<file path="src/verilog/cef_consts.svh">
// Constants of the contactless error-flag block: offsets, bit positions, resets, counts.
// Assumes it is included by bare name from the design modules.
//
// Notes on behaviour
// - Bit 7 reflects failure of last nonvolatile command.
// - Bit 6 set on FIFO write while busy.
// - Bit 6 cleared when a new command starts.
// - Multi-frame: bit 6 cleared after flags appended.
// - Bit 5 set on write to full FIFO.
// - Writes ignored while overflow flag is set.
// - Bit 4 set when frame has under 4 bits.
// - Short frames dropped, decoder on, no done.
// - Suppression drops frames under 3 bytes silently.
// - Receive start clears bits 4, 2, 1, 0.
// - Bit 3 set when sending from empty FIFO.
// - Bit 2 on collision, first position recorded.
// - Collision inside end-of-frame sets nothing.
// - Bit 1 on stop bit, framing, count fault.
// - Protocol fault stops reception at once.
// - Protocol fault drops the last received byte.
// - Bit 0 set on parity or CRC failure.
// - Integrity failure does not abort the frame.
// - Collision-as-integrity also sets bit 0.
// - Error interrupt when bits 6,5,3,1,0 set.
`ifndef CEF_CONSTS_SVH
`define CEF_CONSTS_SVH
`define CEF_ERR_OFS      8'h0a
`define CEF_CFG_OFS      8'h20
`define CEF_CPOS_OFS     8'h21
`define CEF_ERR_RST      8'h00
`define CEF_CFG_RST      3'h0
`define CEF_CPOS_RST     8'h00
`define CEF_B_NVM        7
`define CEF_B_WRC        6
`define CEF_B_OVF        5
`define CEF_B_SHORT      4
`define CEF_B_EMPTY      3
`define CEF_B_COLL       2
`define CEF_B_PROT       1
`define CEF_B_INTEG      0
`define CEF_RX_CLR_MASK  8'h17
`define CEF_IRQ_MASK     8'h6b
`define CEF_C_COLLINT    0
`define CEF_C_NOISE      1
`define CEF_C_MULTI      2
`define CEF_MIN_BITS     3'h4
`define CEF_MIN_BYTES    2'h3
`endif

</file>
<file path="src/verilog/cef_pkg.sv">
// Types shared by the contactless error-flag block.
// Assumes the constants header is on the include path.
package cef_pkg;
    // Transceiver phase codes as reported by the sequencer.
    typedef enum logic [2:0] {
        CEF_COM_IDLE   = 3'h0,
        CEF_COM_TXWAIT = 3'h1,
        CEF_COM_TX     = 3'h3,
        CEF_COM_PRE_RECEIVE_DELAY_STATE = 3'h5,
        CEF_COM_WAITDT = 3'h6,
        CEF_COM_RECV   = 3'h7
    } cef_com_t;
    // Kind of command being started.
    typedef enum logic [1:0] {
        CEF_CMD_OTHER = 2'h0,
        CEF_CMD_RECV  = 2'h1,
        CEF_CMD_TRCV  = 2'h3,
        CEF_CMD_AUTH  = 2'h2
    } cef_cmd_kind_t;
    // Receive-path state, Gray along idle, frame, halted.
    typedef enum logic [1:0] {
        CEF_RX_IDLE  = 2'h0,
        CEF_RX_FRAME = 2'h1,
        CEF_RX_HALT  = 2'h3
    } cef_rx_st_t;
    // Command sequencer events.
    typedef struct packed {
        logic          start;
        cef_cmd_kind_t kind;
        logic          auth_busy;
        logic          crc_tx;
        logic          tx_due;
        cef_com_t      com;
    } cef_seq_t;
    // Receive decoder events, one-cycle pulses except coll_pos.
    typedef struct packed {
        logic       sof;
        logic       bit_ok;
        logic       byte_ok;
        logic       eof;
        logic       coll;
        logic       coll_in_eof;
        logic [6:0] coll_pos;
        logic       stop_err;
        logic       frame_err;
        logic       count_err;
        logic       parity_err;
        logic       crc_err;
    } cef_rx_evt_t;
endpackage : cef_pkg

</file>
<file path="src/verilog/cef_frame_filter.sv">
// Frame length filter: counts bits and bytes of a frame and judges it at its end.
// Assumes sof, bit_ok, byte_ok and eof are gated one-cycle pulses of one frame.
`timescale 1ns/1ps
`include "cef_consts.svh"
module cef_frame_filter
    import cef_pkg::*;
(
    // Clock and reset.
    input  wire logic i_clk,
    input  wire logic i_rst,
    // Frame events.
    input  wire logic i_sof,
    input  wire logic i_bit,
    input  wire logic i_byte,
    input  wire logic i_eof,
    input  wire logic i_noise_en,
    // Verdicts.
    output logic      o_short,
    output logic      o_done
);
    logic [2:0] bits_r,  bits_nxt;   // Saturating bit count.
    logic [1:0] bytes_r, bytes_nxt;  // Saturating byte count.
    logic       short_nxt, done_nxt;
    logic       is_short, is_noise;

    // The counts saturate at the thresholds; nothing beyond is needed.
    always_comb begin
        bits_nxt  = bits_r;
        bytes_nxt = bytes_r;
        is_short  = (bits_r < `CEF_MIN_BITS);
        is_noise  = i_noise_en && (bytes_r < `CEF_MIN_BYTES);
        short_nxt = 1'b0;
        done_nxt  = 1'b0;
        if (i_sof) begin
            bits_nxt  = 3'h0;
            bytes_nxt = 2'h0;
        end else begin
            if (i_bit && bits_r != `CEF_MIN_BITS) begin
                bits_nxt = bits_r + 3'h1;
            end
            if (i_byte && bytes_r != `CEF_MIN_BYTES) begin
                bytes_nxt = bytes_r + 2'h1;
            end
        end
        // Short and noise frames vanish without a done pulse.
        if (i_eof) begin
            short_nxt = is_short;
            done_nxt  = !is_short && !is_noise;
        end
    end

    // Register stage.
    always_ff @(posedge i_clk or posedge i_rst) begin
        if (i_rst) begin
            bits_r  <= 3'h0;
            bytes_r <= 2'h0;
            o_short <= 1'b0;
            o_done  <= 1'b0;
        end else begin
            bits_r  <= bits_nxt;
            bytes_r <= bytes_nxt;
            o_short <= short_nxt;
            o_done  <= done_nxt;
        end
    end
endmodule : cef_frame_filter

</file>
<file path="src/verilog/cef_top.sv">
// Error-flag bank of the contactless transceive path, with its register port.
// Assumes sequencer, decoder and FIFO events are synchronous one-cycle pulses.
`timescale 1ns/1ps
`include "cef_consts.svh"
module cef_top
    import cef_pkg::*;
(
    // Clock and reset.
    input  wire logic        I_MCLK,
    input  wire logic        I_SYS_RST,
    // Register port.
    input  wire logic [7:0]  I_ADDR,
    input  wire logic [7:0]  I_WDATA,
    input  wire logic        I_WR,
    input  wire logic        I_RD,
    output logic      [7:0]  O_RDATA,
    // Nonvolatile sequencer.
    input  wire logic        I_NVM_DONE,
    input  wire logic        I_NVM_FAIL,
    // Host FIFO write side.
    input  wire logic        I_FIFO_WR,
    input  wire logic        I_FIFO_FULL,
    input  wire logic        I_FIFO_EMPTY,
    input  wire logic        I_FLAGS_APPENDED,
    output logic             O_FIFO_STORE,
    // Command sequencer.
    input  wire cef_seq_t    I_SEQ,
    // Receive decoder.
    input  wire cef_rx_evt_t I_RX,
    input  wire logic [7:0]  I_RX_DATA,
    output logic             O_RX_WVALID,
    output logic      [7:0]  O_RX_WDATA,
    output logic             O_RX_STOP,
    output logic             O_DECODER_EN,
    output logic             O_RX_DONE_IRQ,
    // Error interrupt request.
    output logic             O_ERR_IRQ
);

    ////////////////////////////////////////////////////////////////////////////////
    // Event decode.

    logic       wr_conflict;  // Host write while FIFO belongs to the RF side.
    logic       rx_start;     // Start of a receive phase.
    logic       wrc_clr;      // Clearing moment of the write-conflict flag.
    logic       prot_err;     // Any protocol fault of the current frame.
    logic       in_frame;     // Receive path is taking a frame.
    logic       coll_ok;      // Collision outside the end-of-frame symbol.
    cef_com_t   com_prev_r;   // Phase of the previous cycle.
    cef_rx_st_t st_r, st_nxt; // Receive path state.
    logic [2:0] cfg_r, cfg_nxt;
    logic       flt_sof, flt_eof, flt_short, flt_done; // Frame judge strobes and verdicts.

    // Phase decode; a transceive starts receiving when it enters wait-for-data.
    always_comb begin
        wr_conflict = I_FIFO_WR && (I_SEQ.crc_tx || I_SEQ.auth_busy ||
                      I_SEQ.com == CEF_COM_PRE_RECEIVE_DELAY_STATE || I_SEQ.com == CEF_COM_WAITDT ||
                      I_SEQ.com == CEF_COM_RECV);
        rx_start    = (I_SEQ.start && I_SEQ.kind == CEF_CMD_RECV) ||
                      (I_SEQ.com == CEF_COM_WAITDT && com_prev_r != CEF_COM_WAITDT);
        // With multi-frame reception the flag must survive until it was appended.
        wrc_clr     = cfg_r[`CEF_C_MULTI] ? I_FLAGS_APPENDED : I_SEQ.start;
        in_frame    = (st_r == CEF_RX_FRAME);
        prot_err    = in_frame &&
                      (I_RX.stop_err || I_RX.frame_err || I_RX.count_err);
        coll_ok     = in_frame && I_RX.coll && !I_RX.coll_in_eof;
    end

    ////////////////////////////////////////////////////////////////////////////////
    // Configuration register and phase history.

    // Only the three low bits exist; the rest of the byte reads zero.
    always_comb begin
        cfg_nxt = cfg_r;
        if (I_WR && I_ADDR == `CEF_CFG_OFS) begin
            cfg_nxt = I_WDATA[2:0];
        end
    end

    // Register stage.
    always_ff @(posedge I_MCLK or posedge I_SYS_RST) begin
        if (I_SYS_RST) begin
            cfg_r      <= `CEF_CFG_RST;
            com_prev_r <= CEF_COM_IDLE;
        end else begin
            cfg_r      <= cfg_nxt;
            com_prev_r <= I_SEQ.com;
        end
    end

    ////////////////////////////////////////////////////////////////////////////////
    // Error flags and collision position.

    logic [7:0] flags_r, flags_nxt;  // The error flag register.
    logic [7:0] set_v;               // Set terms of this cycle.
    logic [7:0] clr_v;               // Clear terms of this cycle.
    logic [7:0] cpos_r, cpos_nxt;    // Valid bit and first collision position.
    logic       irq_nxt;

    // Set wins over clear, so no event is lost at a clearing moment.
    always_comb begin
        set_v = 8'h00;
        clr_v = 8'h00;
        set_v[`CEF_B_WRC]   = wr_conflict;
        set_v[`CEF_B_OVF]   = I_FIFO_WR && I_FIFO_FULL;
        set_v[`CEF_B_SHORT] = flt_short;
        set_v[`CEF_B_EMPTY] = I_SEQ.tx_due && I_FIFO_EMPTY;
        set_v[`CEF_B_COLL]  = coll_ok;
        set_v[`CEF_B_PROT]  = prot_err;
        set_v[`CEF_B_INTEG] = (in_frame && (I_RX.parity_err || I_RX.crc_err)) ||
                              (coll_ok && cfg_r[`CEF_C_COLLINT]);
        if (rx_start) begin
            clr_v = `CEF_RX_CLR_MASK;
        end
        clr_v[`CEF_B_WRC] = wrc_clr;
        // Overflow and empty-transmit last until the next command.
        clr_v[`CEF_B_OVF]   = I_SEQ.start;
        clr_v[`CEF_B_EMPTY] = I_SEQ.start;
        flags_nxt = (flags_r & ~clr_v) | set_v;
        // The nonvolatile bit mirrors the verdict of the last command.
        if (I_NVM_DONE) begin
            flags_nxt[`CEF_B_NVM] = I_NVM_FAIL;
        end
        // Only the first collision of a phase records its position.
        cpos_nxt = rx_start ? `CEF_CPOS_RST : cpos_r;
        if (coll_ok && !cpos_r[7]) begin
            cpos_nxt = {1'b1, I_RX.coll_pos};
        end
        irq_nxt = |(set_v & ~flags_r & `CEF_IRQ_MASK);
    end

    // Register stage.
    always_ff @(posedge I_MCLK or posedge I_SYS_RST) begin
        if (I_SYS_RST) begin
            flags_r   <= `CEF_ERR_RST;
            cpos_r    <= `CEF_CPOS_RST;
            O_ERR_IRQ <= 1'b0;
        end else begin
            flags_r   <= flags_nxt;
            cpos_r    <= cpos_nxt;
            O_ERR_IRQ <= irq_nxt;
        end
    end

    ////////////////////////////////////////////////////////////////////////////////
    // Host FIFO write gate.

    logic store_nxt;

    // Once overflow is flagged every write is dropped, so stored data stays intact.
    always_comb begin
        store_nxt = I_FIFO_WR && !I_FIFO_FULL && !flags_r[`CEF_B_OVF];
    end

    // Register stage.
    always_ff @(posedge I_MCLK or posedge I_SYS_RST) begin
        if (I_SYS_RST) begin
            O_FIFO_STORE <= 1'b0;
        end else begin
            O_FIFO_STORE <= store_nxt;
        end
    end

    ////////////////////////////////////////////////////////////////////////////////
    // Receive path: frame state, one-byte hold and decoder enable.

    logic       hold_vld_r, hold_vld_nxt;  // A byte waits in the hold.
    logic [7:0] hold_r, hold_nxt;          // Most recent received byte.
    logic       wv_nxt, stop_nxt, dec_nxt;
    logic [7:0] wd_nxt;

    // Each byte waits one slot so a protocol fault can still withdraw it.
    always_comb begin
        st_nxt       = st_r;
        hold_vld_nxt = hold_vld_r;
        hold_nxt     = hold_r;
        wv_nxt       = 1'b0;
        wd_nxt       = hold_r;
        stop_nxt     = 1'b0;
        dec_nxt      = O_DECODER_EN;
        flt_sof      = 1'b0;
        flt_eof      = 1'b0;
        if (rx_start) begin
            dec_nxt = 1'b1;
        end
        case (st_r)
            CEF_RX_IDLE: begin
                if (I_RX.sof) begin
                    st_nxt       = CEF_RX_FRAME;
                    flt_sof      = 1'b1;
                    hold_vld_nxt = 1'b0;
                end
            end
            CEF_RX_FRAME: begin
                if (prot_err) begin
                    st_nxt       = CEF_RX_HALT;
                    hold_vld_nxt = 1'b0;
                    stop_nxt     = 1'b1;
                    dec_nxt      = 1'b0;
                end else begin
                    // Integrity faults do not stop the frame.
                    if (I_RX.byte_ok) begin
                        wv_nxt       = hold_vld_r;
                        hold_nxt     = I_RX_DATA;
                        hold_vld_nxt = 1'b1;
                    end
                    if (I_RX.eof) begin
                        st_nxt       = CEF_RX_IDLE;
                        flt_eof      = 1'b1;
                        wv_nxt       = hold_vld_r || I_RX.byte_ok;
                        wd_nxt       = I_RX.byte_ok ? I_RX_DATA : hold_r;
                        hold_vld_nxt = 1'b0;
                    end
                end
            end
            CEF_RX_HALT: begin
                // Only a new receive phase revives the path.
                if (rx_start) begin
                    st_nxt = CEF_RX_IDLE;
                end
            end
            default: begin
                st_nxt = CEF_RX_IDLE;
            end
        endcase
        // A short or noise frame leaves the decoder running.
        if (flt_done) begin
            dec_nxt = 1'b0;
        end
    end

    // Register stage.
    always_ff @(posedge I_MCLK or posedge I_SYS_RST) begin
        if (I_SYS_RST) begin
            st_r         <= CEF_RX_IDLE;
            hold_vld_r   <= 1'b0;
            hold_r       <= 8'h00;
            O_RX_WVALID  <= 1'b0;
            O_RX_WDATA   <= 8'h00;
            O_RX_STOP    <= 1'b0;
            O_DECODER_EN <= 1'b0;
        end else begin
            st_r         <= st_nxt;
            hold_vld_r   <= hold_vld_nxt;
            hold_r       <= hold_nxt;
            O_RX_WVALID  <= wv_nxt;
            O_RX_WDATA   <= wd_nxt;
            O_RX_STOP    <= stop_nxt;
            O_DECODER_EN <= dec_nxt;
        end
    end

    // Frame length judge; its done pulse is the receive-done request.
    cef_frame_filter u_filter (
        .i_clk      (I_MCLK),
        .i_rst      (I_SYS_RST),
        .i_sof      (flt_sof),
        .i_bit      (in_frame && I_RX.bit_ok),
        .i_byte     (in_frame && I_RX.byte_ok),
        .i_eof      (flt_eof),
        .i_noise_en (cfg_r[`CEF_C_NOISE]),
        .o_short    (flt_short),
        .o_done     (flt_done)
    );
    assign O_RX_DONE_IRQ = flt_done;

    ////////////////////////////////////////////////////////////////////////////////
    // Register read port; reads have no side effect on any flag.

    logic [7:0] rdata_nxt;

    // Unmapped addresses read zero.
    always_comb begin
        rdata_nxt = 8'h00;
        if (I_RD) begin
            case (I_ADDR)
                `CEF_ERR_OFS:  rdata_nxt = flags_r;
                `CEF_CFG_OFS:  rdata_nxt = {5'h00, cfg_r};
                `CEF_CPOS_OFS: rdata_nxt = cpos_r;
                default:       rdata_nxt = 8'h00;
            endcase
        end
    end

    // Register stage.
    always_ff @(posedge I_MCLK or posedge I_SYS_RST) begin
        if (I_SYS_RST) begin
            O_RDATA <= 8'h00;
        end else begin
            O_RDATA <= rdata_nxt;
        end
    end
endmodule : cef_top
</file>
<file path="config.mk">
export PLATFORM = sky130hd
export DESIGN_NAME = cef_top
export DESIGN_NICKNAME = d
export VERILOG_FILES = /design/src/verilog/cef_pkg.sv /design/src/verilog/cef_frame_filter.sv /design/src/verilog/cef_top.sv
export VERILOG_INCLUDE_DIRS = /design/src /design/src/verilog
export SDC_FILE = /design/constraint.sdc
export NUM_CORES = 1
export LEC_CHECK = 0
export BUFFER_PORTS_ARGS = -buffer_cell sky130_fd_sc_hd__buf_2
export CAP_MARGIN = 20
export CORE_AREA = 3 3 95 79
export CTS_BUF_LIST = sky130_fd_sc_hd__clkbuf_8
export DETAILED_ROUTE_END_ITERATION = 7
export DIE_AREA = 0 0 98 82
export GPL_TIMING_DRIVEN = 0
export PLACE_DENSITY_LB_ADDON = 0.2
export SLEW_MARGIN = 20
export SYNTH_ARGS = -nofsm -noshare
export SYNTH_HDL_FRONTEND = slang
export SYNTH_SLANG_ARGS = --single-unit
</file>
<file path="constraint.sdc">
create_clock -name I_MCLK -period 2.5 [get_ports I_MCLK]
set_clock_uncertainty 0.2 [all_clocks]
set_input_delay 0.625 -clock I_MCLK [delete_from_list [all_inputs] [get_ports I_MCLK]]
set_output_delay 0.625 -clock I_MCLK [all_outputs]
set_load 0.02 [all_outputs]
</file>
# Yosys cells after proc, flatten, opt, wreduce, memory -nomap -nowiden
# Index checks and enable logic that the tools add are counted.
# Widths: inputs -> output; s select.
word_totals:
  register_bits: 61
  out_inout_bits: 22
  input_bits: 61
op_classes:
  n_eq_ne: 16
  bitwise_logic: 6
  n_mux: 42
  n_reduce_logical: 45
  addsub: 2
  magnitude_cmp: 2
ops:
  columns: ["cell", "count"]
  rows:
  - ["$mux 8", 7]
  - ["$pmux 8 s3", 1]
  - ["$mux 1", 23]
  - ["$logic_and 1x1->1", 20]
  - ["$eq 8x6->1 const B", 2]
  - ["$mux 2", 6]
  - ["$logic_or 1x1->1", 10]
  - ["$eq 3x3->1 const B", 3]
  - ["$ne 3x3->1 const B", 3]
  - ["$and 8x8->8", 1]
  - ["$eq 8x4->1 const B", 1]
  - ["$not 8->8", 1]
  - ["$or 8x7->8", 1]
  - ["$reduce_bool 2->1", 4]
  - ["$and 7x7->7", 1]
  - ["$not 7->7", 1]
  - ["$logic_not 1->1", 6]
  - ["$mux 3", 2]
  - ["$ne 2x2->1 const B", 3]
  - ["$pmux 2 s3", 1]
  - ["$reduce_and 3->1", 2]
  - ["$mux 5", 1]
  - ["$reduce_or 5->1", 1]
  - ["$eq 2x1->1 const B", 2]
  - ["other kinds (10)", 10]

# Depth between registers and ports, before layout
# Gate-level depths: netlist of run 1.
logic_depth:
  ltp_word: 8
  mapped_depth: 5
  ltp_nobuf: 5

# Hierarchy
# A second synthesis of run 1 with hierarchy kept.
hier_totals:
  cells_unflattened: 212
  hier_area_um2: 2636.3
by_module_without_submodules:
  columns: ["mod", "area_each_um2", "cells_per_inst", "instances"]
  rows:
  - ["cef_top", 2301.0, 182, 1]
  - ["cef_frame_filter", 335.3, 30, 1]

# Least setup slack after synthesis of run 1
# Ideal clock, no wire load.
synth_timing:
  path_type: "input to register"
  startpoint: "in I_ADDR[0]"
  endpoint: "reg O_RDATA[0]"
  setup_ns: 0.146
  arrival_time_ns: 1.567
  n_path_buf: 2
  slack_ns: 0.587
  path_stages: 5
  required_ns: 2.154
  path_cell_list: "buf_4 -> and4bb_2 -> buf_6 -> o211ai_1 -> a21oi_1"
synth_via:
  elab_chain_cells: 3
  word_cells_on_any_way: 5
synth_lines:
  columns: ["element", "line_no", "rtl"]
  rows:
  - ["start: declaration", "cef_top.sv:12", "input wire logic [7:0] I_ADDR,"]
  - ["$eq 8x6->1 or $eq 8x4->1 (tied branches)", "cef_top.sv:276", "case (I_ADDR)"]
  - ["$pmux 8 s3 *", "cef_top.sv:276", null]
  - ["$mux 8 *", "cef_top.sv:275", "if (I_RD) begin"]
  - ["net rdata_nxt[0]", "cef_top.sv:270", "logic [7:0] rdata_nxt;"]
  - ["end signal: assignment", "cef_top.sv:290", "O_RDATA <= rdata_nxt;"]
  - ["end: declaration", "cef_top.sv:16", "output logic [7:0] O_RDATA,"]
# The timed path passes the listed nets; every way through them passes the cells marked *.
# A chain may end at the register's enable or synchronous reset.

# Worst setup path in the final report of run 1
layout_timing:
  startpoint: "in I_RX[3] (netlist bit)"
  endpoint: "reg O_RX_WDATA[6]"
layout_via:
  elab_chain_cells: 5
layout_lines:
  columns: ["element", "line_no", "rtl"]
  rows:
  - ["start: declaration", "cef_top.sv:29", "input wire cef_rx_evt_t I_RX,"]
  - ["$logic_or 1x1->1 (2 in a row)", "cef_top.sv:65", "(I_RX.stop_err || I_RX.frame_err || I_RX.count_err);"]
  - ["$logic_and 1x1->1", "cef_top.sv:64", "prot_err = in_frame &&"]
  - ["$mux 8", "cef_top.sv:195", "if (prot_err) begin"]
  - ["$mux 8", "cef_top.sv:186", "case (st_r)"]
  - ["net wd_nxt[6]", "cef_top.sv:170", "logic [7:0] wd_nxt;"]
  - ["end signal: assignment", "cef_top.sv:247", "O_RX_WDATA <= wd_nxt;"]
  - ["end: declaration", "cef_top.sv:32", "output logic [7:0] O_RX_WDATA,"]
# The timed path passes the listed nets, and every way through them passes these cells.

==> results by group, run 1 <==
Critical path
  – Worst Setup End Kind: flip-flop
  – CP Data Arrival Time: 1.97 ns
  – Setup CP Type: input pin to flip-flop
  – CP Data Required Time: between 2 and 3 ns
  – CP Max Fanout: 8
  – Critical Path Source Type: input pin
  – R2R setup slack: 0.72 ns

Route
  – DR iter-0 viols: 75
  – DRC viols: 0
  – Total wire length: 5830 µm
  – Antenna viol nets, final: 0
  – First drt pass iteration count: 6
  – WL/cell: approximately 15 µm
  – Routed vias/inst: 5.01
  – Vias post-DR: ~2000

Final layout
  – Fillers: approximately 660
  – Ant diodes: 0
  – Layout cell share with drive strength beyond 1: 43.1%
  – Area occupied by multi-input gates: slightly above 0.001 mm²
  – Register area: about 0.0015 mm²
  – Area Growth Syn to Fin: 26.8%
  – Final Core Density: 49.7%
  – Nets: between 300 and 400

Power
  – Internal power: between 0.002 and 0.0025 W
  – Register share of total power: about 45%
  – Clock group share of total power: 26.9%
  – Comb pwr share: between 20% and 30%
  – Pwr dens: 939 mW/mm²
  – Leak Pwr: approximately 1.6 nW
  – Switch share: approximately 31%
  – Psw: ~0.001 W
  – Maximum vdd drop: around 350 µV

Logic synthesis
  – Syn avg cell area: ~12 µm²
  – Main synth FF type: dfrtp_1
  – Main area contributors after synthesis: dfrtp_1 58%, mux2_2 9.8%, nand3_1 2.7%, o2bb2ai_1 2.3%, a21oi_1 2.3%
  – Library cells used by synthesis: 50
  – Post-synth EDFFs: 0
  – Synth top area share: between 50% and 60%
  – Synth Instances: roughly 210
  – Post-synth net total: 275
  – FF+latch count, synth: just over 60
  – Post-Syn Area: ~0.0026 mm²
  – Post-synth ARST share: 100%
  – Yosys warns: 0
  – Seq/Total Area, Yosys: 57.9%
  – Largest area contributor in the netlist: dfrtp_1

Placement
  – Final HPWL DP: roughly 4300 µm
  – Gpl congestion: ~0.72
  – Port-buffer cells: between 70 and 80

Clocking
  – Worst-path clk slew: around 0.07 ns
  – Setup Fix Bufs, Post-CTS: 0
  – CTS buffer count: 9
  – Resize count post-CTS: 0
  – H-Tree Depth: 3
  – Clock latency on the worst-skew pair: between 0.3 and 0.4 ns
  – CTS tree: built
  – Clock Sinks: 61
  – Clock Tree Root: clkbuf_8
  – CTS max path bufs: 2
  – Post-CTS Hold Fix Bufs: 0

Global routing
  – GR Overflow Total: 0
  – Initial antenna violation count: 0
  – Total GRT Usage: approximately 15%
  – Largest net degree at the start of global routing: 34
  – Vias in the first global route: 1899
  – First-pass GRT wire length: ~9500 µm

Timing
  – Setup_tns: 0 ns
  – Number of slew-limit violations in the final report: 0
  – Slew headroom: roughly 56%
  – Crit path time final: 1.95 ns
  – RSZ-0062 raised after global routing: no
  – Fin. Hold Viols: 0
  – Fmax: ~510 MHz
  – Fin crit share: 77.8%
  – Slew @ Worst Pin: 0.660 ns
  – Final setup viols: 0

Outcome
  – Status: finished clean

Die
  – Die Area: 0.00804 mm²
  – Core area: ~0.0067 mm²
  – Initial Util: a little under 40%
  – I/O pins: 83
  – Die Y-Extent: approximately 80 µm
  – Die X: 98 µm
  – # rows: 27

Flow run
  – Max-Cap Viols: 0

Hold path
  – Worst Hold Class: input pin to async pin
==> kinds of logic (layout without fill, tap and decap cells) <==
family	after synthesis	after routing	synth area share, %
flip-flops	61	61	57.9
adder cells (fa/ha/maj)	4	4	1.80
XOR/XNOR	1	1	0.332
AO/OA/AOI/OAI	53	53	13.7
multiplexers	25	25	10.6
AND/OR/NAND/NOR	51	51	12.8
buffers and inverters	16	109	2.94
==> synthesized netlist by cell type, types with 3 or more instances <==
master / number
dfrtp_1: 61
mux2_2: 23
nand3_1: 14
a21oi_1: 12
o21ai_0: 12
inv_1: 9
o2bb2ai_1: 7
nor2_1: 6
nand2_1: 5
nand4_1: 5
a21o_1: 4
ha_1: 3
nor3b_1: 3
==> power groups by stage <==
stage                     Clock [W]  Combinational [W]  Sequential (W)
final                      0.000843           0.000878         0.00142
after global routing       0.000920           0.000990         0.00146
after CTS                  0.000873           0.000892         0.00142
after detailed placement          0           0.000886         0.00144
after global placement            0           0.000866         0.00142
after floorplan                   0           0.000515         0.00152
==> critical path, cell delays in order <==
cell and delay [ns]:
buf_2 0.10, nor3_2 0.50, nand4_2 0.36, mux2_2 0.38
==> per-layer routing <==
layer | track usage, % | wire length [µm] | vias to the layer above
met5 | 0 | 0 | -
met4 | 7.47 | 103 | 0
met3 | 4.58 | 327 | 10
met2 | 21.1 | 2480 | 47
met1 | 22.1 | 2920 | 938
li1 | - | - | 964
==> stage by stage <==
step                      worst slack (ns)  instance area [µm²]  power [W]  cells  hold slack [ns]
after floorplan                      0.162                 2640    0.00203    211            0.204
final                                0.554                 3340    0.00314    391           0.0714
after global routing                 0.473                 3340    0.00337    391           0.0889
after detailed placement             0.212                 3150    0.00232    376            0.215
after global placement              -0.622                 3130    0.00229    374            0.215
after CTS                            0.576                 3340    0.00318    391           0.0669
==> state kept, by name, summed over array words and instances (netlist names), 3 cells and up <==
name	flops
u_filter.bits_r	3
cpos_r	8
com_prev_r	3
O_RDATA	8
flags_r	8
hold_r	8
cfg_r	3
O_RX_WDATA	8
==> layout by cell type, fill, tap and decap left out, types with 2 or more instances in the layout <==
cell type  instances
nor3b_1            3
o21ai_0           12
nor2_1             6
buf_4              2
nor2b_1            2
o31ai_1            2
o2bb2ai_1          7
nand2_1            5
dfrtp_1           61
nand3b_1           2
inv_1              9
nand4_1            5
clkbuf_1           2
clkbuf_8          10
ha_1               3
nand3_1           14
mux2i_1            2
a21o_1             4
a31o_2             2
and4bb_2           2
o22a_1             2
buf_2             79
mux2_2            23
a21oi_1           12
clkinv_2           2
==> layout make-up <==
cell class,count,share of cell area [%]
multi-input cells,134,30.9
clock inverters,5,1.57
repair buffers,78,12.1
clock buffers,10,4.12
plain buffers,7,1.31
flip-flops and latches,61,45.7
inverters,9,1.09
well taps,87,3.26
==> path summary, 6_finish.rpt <==
check                                  from            endpoint  cells past startpoint
setup reg to reg                    st_r[0]       O_RX_WDATA[6]                      5
hold reg to reg            u_filter.o_short          flags_r[4]                      1
min in group I_MCLK        u_filter.o_short          flags_r[4]                      1
max in group asynchronous         I_SYS_RST  u_filter.bits_r[0]                      3
hold / removal                    I_SYS_RST        O_DECODER_EN                      2
setup / recovery                    I_RX[3]       O_RX_WDATA[6]                      4
No activity file was read; power rests on OpenSTA's default activity.
==> run 2, diff against run 1 <==
==> constraint.sdc (replaced) <==
create_clock -name I_MCLK -period 1.59 [get_ports I_MCLK]
set_clock_uncertainty 0.2 [all_clocks]
set_input_delay 0.3975 -clock I_MCLK [delete_from_list [all_inputs] [get_ports I_MCLK]]
set_output_delay 0.3975 -clock I_MCLK [all_outputs]
set_load 0.02 [all_outputs]
==> run 2 against run 1 <==
Net effect:
- the flow now finishes with violations (setup timing)
- critical path depth down 1
- utilization up 3.9 points
- combinational power rose by 83%
- critical endpoint is now O_RX_WDATA[0]
==> results by group, run 2 (synthesized netlist as in run 1, its figures left out) <==
Final layout
  – Fin cells: 405 (+3.6%)
  – Area Growth Syn to Fin: 36.8%
  – Most common cell after layout, fill and taps aside: buf_2
  – Nets: 377 (+3.6%)
  – Area occupied by multi-input gates: 0.00111 mm² (+7.9%)
  – Commonest cells after routing, fill and taps aside: 77 x buf_2, 60 x dfrtp_1, 21 x mux2_2
  – Register area: 0.00153 mm² (about the same)
  – Layout cell share with drive strength beyond 1: 47.5% (+4.4 points)
  – Fillers: 601 (-8.2%)
  – Ant diodes: 0 (unchanged)

Global routing
  – Vias in the first global route: 2016 (+6.2%)
  – GR Overflow Total: 0 (unchanged)
  – Total GRT Usage: 16.1% (+0.70 points)
  – First-pass GRT wire length: 9950 µm (+4.3%)
  – Initial antenna violation count: 0 (unchanged)
  – Largest net degree at the start of global routing: 23 (-32%)

Flow run
  – Max-Cap Viols: 0 (unchanged)

Hold path
  – Hold Crit Depth: 1
  – Worst Hold Class: input pin to flip-flop

Critical path
  – Critical Path Source Type: flip-flop
  – Worst Setup End Kind: flip-flop
  – Setup CP Type: flip-flop to flip-flop
  – CP Data Required Time: 1.61 ns (-0.91 ns)
  – CP Max Fanout: 8 (unchanged)
  – CP Data Arrival Time: 1.65 ns (-0.32 ns)
  – Worst Reg-to-Reg Cells: 3 (-2)

Route
  – WL/cell: 15.2 µm (+2.2%)
  – Total wire length: 6170 µm (+5.9%)
  – Routed vias/inst: 5.04 (+0.58%)
  – Antenna viol nets, final: 0 (unchanged)
  – DR iter-0 viols: 53 (-29%)
  – Vias post-DR: 2041 (+4.2%)
  – DRC viols: 0 (unchanged)
  – First drt pass iteration count: 4 (-2)

Die
  – Initial Util: 39.2% (unchanged)
  – Die Area: 0.00804 mm² (unchanged)
  – Die Y-Extent: 82 µm (unchanged)
  – # rows: 27 (unchanged)
  – Die X: 98 µm (unchanged)
  – Core area: 0.00672 mm² (unchanged)
  – I/O pins: 83 (unchanged)

Placement
  – Port-buffer cells: 76 (unchanged)
  – Gpl congestion: 0.734 (+1.8%)
  – # placed instances: 376 (unchanged)
  – Final HPWL DP: 4320 µm (+1.2%)

Power
  – Pwr dens: 1480 mW/mm² (+58%)
  – Maximum vdd drop: 586 µV (+70%)
  – Design Power: 0.00533 W (+70%)
  – Leak Pwr: 1.73 nW (+5.5%)

Clocking
  – Clock latency on the worst-skew pair: 0.33 ns (about the same)
  – CTS tree: built
  – CTS max path bufs: 2 (unchanged)
  – Clock Tree Root: clkbuf_8
  – H-Tree Depth: 3 (unchanged)
  – Worst-path clk slew: 0.07 ns (about the same)
  – Clock Sinks: 61 (unchanged)
  – CTS buffer count: 9 (unchanged)

Timing
  – RSZ-0062 raised after global routing: yes
  – Fin crit share: 102%
  – Final setup viols: 6 (+6)
  – Slew headroom: 68.7% (+13 points)
  – Slew @ Worst Pin: 0.469 ns (-0.190 ns)
  – Fin worst setup slack: -0.0327 ns (-0.587 ns)
  – Number of slew-limit violations in the final report: 0 (unchanged)
  – Fin. Hold Viols: 0 (unchanged)
  – Fmax: a little over 600 MHz
  – Crit path time final: between 1.5 and 2 ns

Outcome
  – Failing checks: setup timing
  – Status: finished, violations left
run 2: power breakdown:
| part | internal [W] | total (W) | switching [W] | leakage, nW |
|---|---|---|---|---|
| Clock | 0.000873 | 0.00148 | 0.000603 | 0.105 |
| Combinational | 0.000799 | 0.00161 | 0.000813 | 0.843 |
| Sequential | 0.00201 | 0.00225 | 0.000235 | 0.786 |
| Total | 0.00368 | 0.00533 | 0.00165 | 1.73 |
run 2: worst paths after layout:
| path | startpoint | end | slack, ns |
|---|---|---|---|
| max | st_r[1] | O_RX_WDATA[0] | -0.03 |
| min | I_SEQ[0] | com_prev_r[0] | 0.05 |
| max reg2reg | st_r[1] | O_RX_WDATA[0] | -0.03 |
| min reg2reg | u_filter.o_done | O_DECODER_EN | 0.23 |
| max in group asynchronous | I_SYS_RST | O_RDATA[3] | 0.22 |
| min in group asynchronous | I_SYS_RST | u_filter.bits_r[1] | 0.39 |
run 2: routing by layer:
layer | wire length, µm | up-vias | track usage (%) | part of all wire [%]
met1 | 2980 | 976 | 22.4 | 48
met3 | 384 | 4 | 6.28 | 6.2
li1 | - | 996 | - | -
met2 | 2750 | 65 | 23.2 | 45
met4 | 50 | 0 | 4.56 | 0.81
met5 | 0 | - | 0 | 0
run 2: worst max-delay path, cell delays in order, from the launching register on:
cell     delay (ns)
dfrtp_2        0.48
nor2b_4        0.24
nand4_4        0.23
mux2_4         0.36
run 2: layout make-up:
class	count	area share [%]
Buffer	6	1.60
Clock buffer	9	3.43
Clock inverter	7	2.50
Inverter	9	1.04
Multi-Input combinational cell	134	30.9
Sequential cell	61	42.4
Tap cell	87	3.02
Timing Repair Buffer	91	15.1
Timing Repair inverter	1	0.139
run 2: timing repair:
item                                    4_1_cts  5_1_grt
endpoints found under the hold margin        22        1
setup buffers                                 5        4
endpoints found under the setup margin       29       57
pin swaps                                     2        6
resized for setup                            11       11
cloned                                        0        1
hold buffers                                  3        1
run 2: per-stage QoR:
step	hold WS [ns]	setup slack, ns	cell area, µm²	util [%]	setup TNS, ns
after floorplan	0.204	-0.0442	2660	-	-0.460
after global placement	0.222	-0.469	3150	46.9	-19.25
after detailed placement	0.219	-0.383	3210	47.8	-9.33
after CTS	0.00475	-0.00104	3540	52.7	-0.00104
after global routing	0.0265	-0.107	3610	53.7	-0.808
final	0.0473	-0.0327	3610	53.7	-0.0683
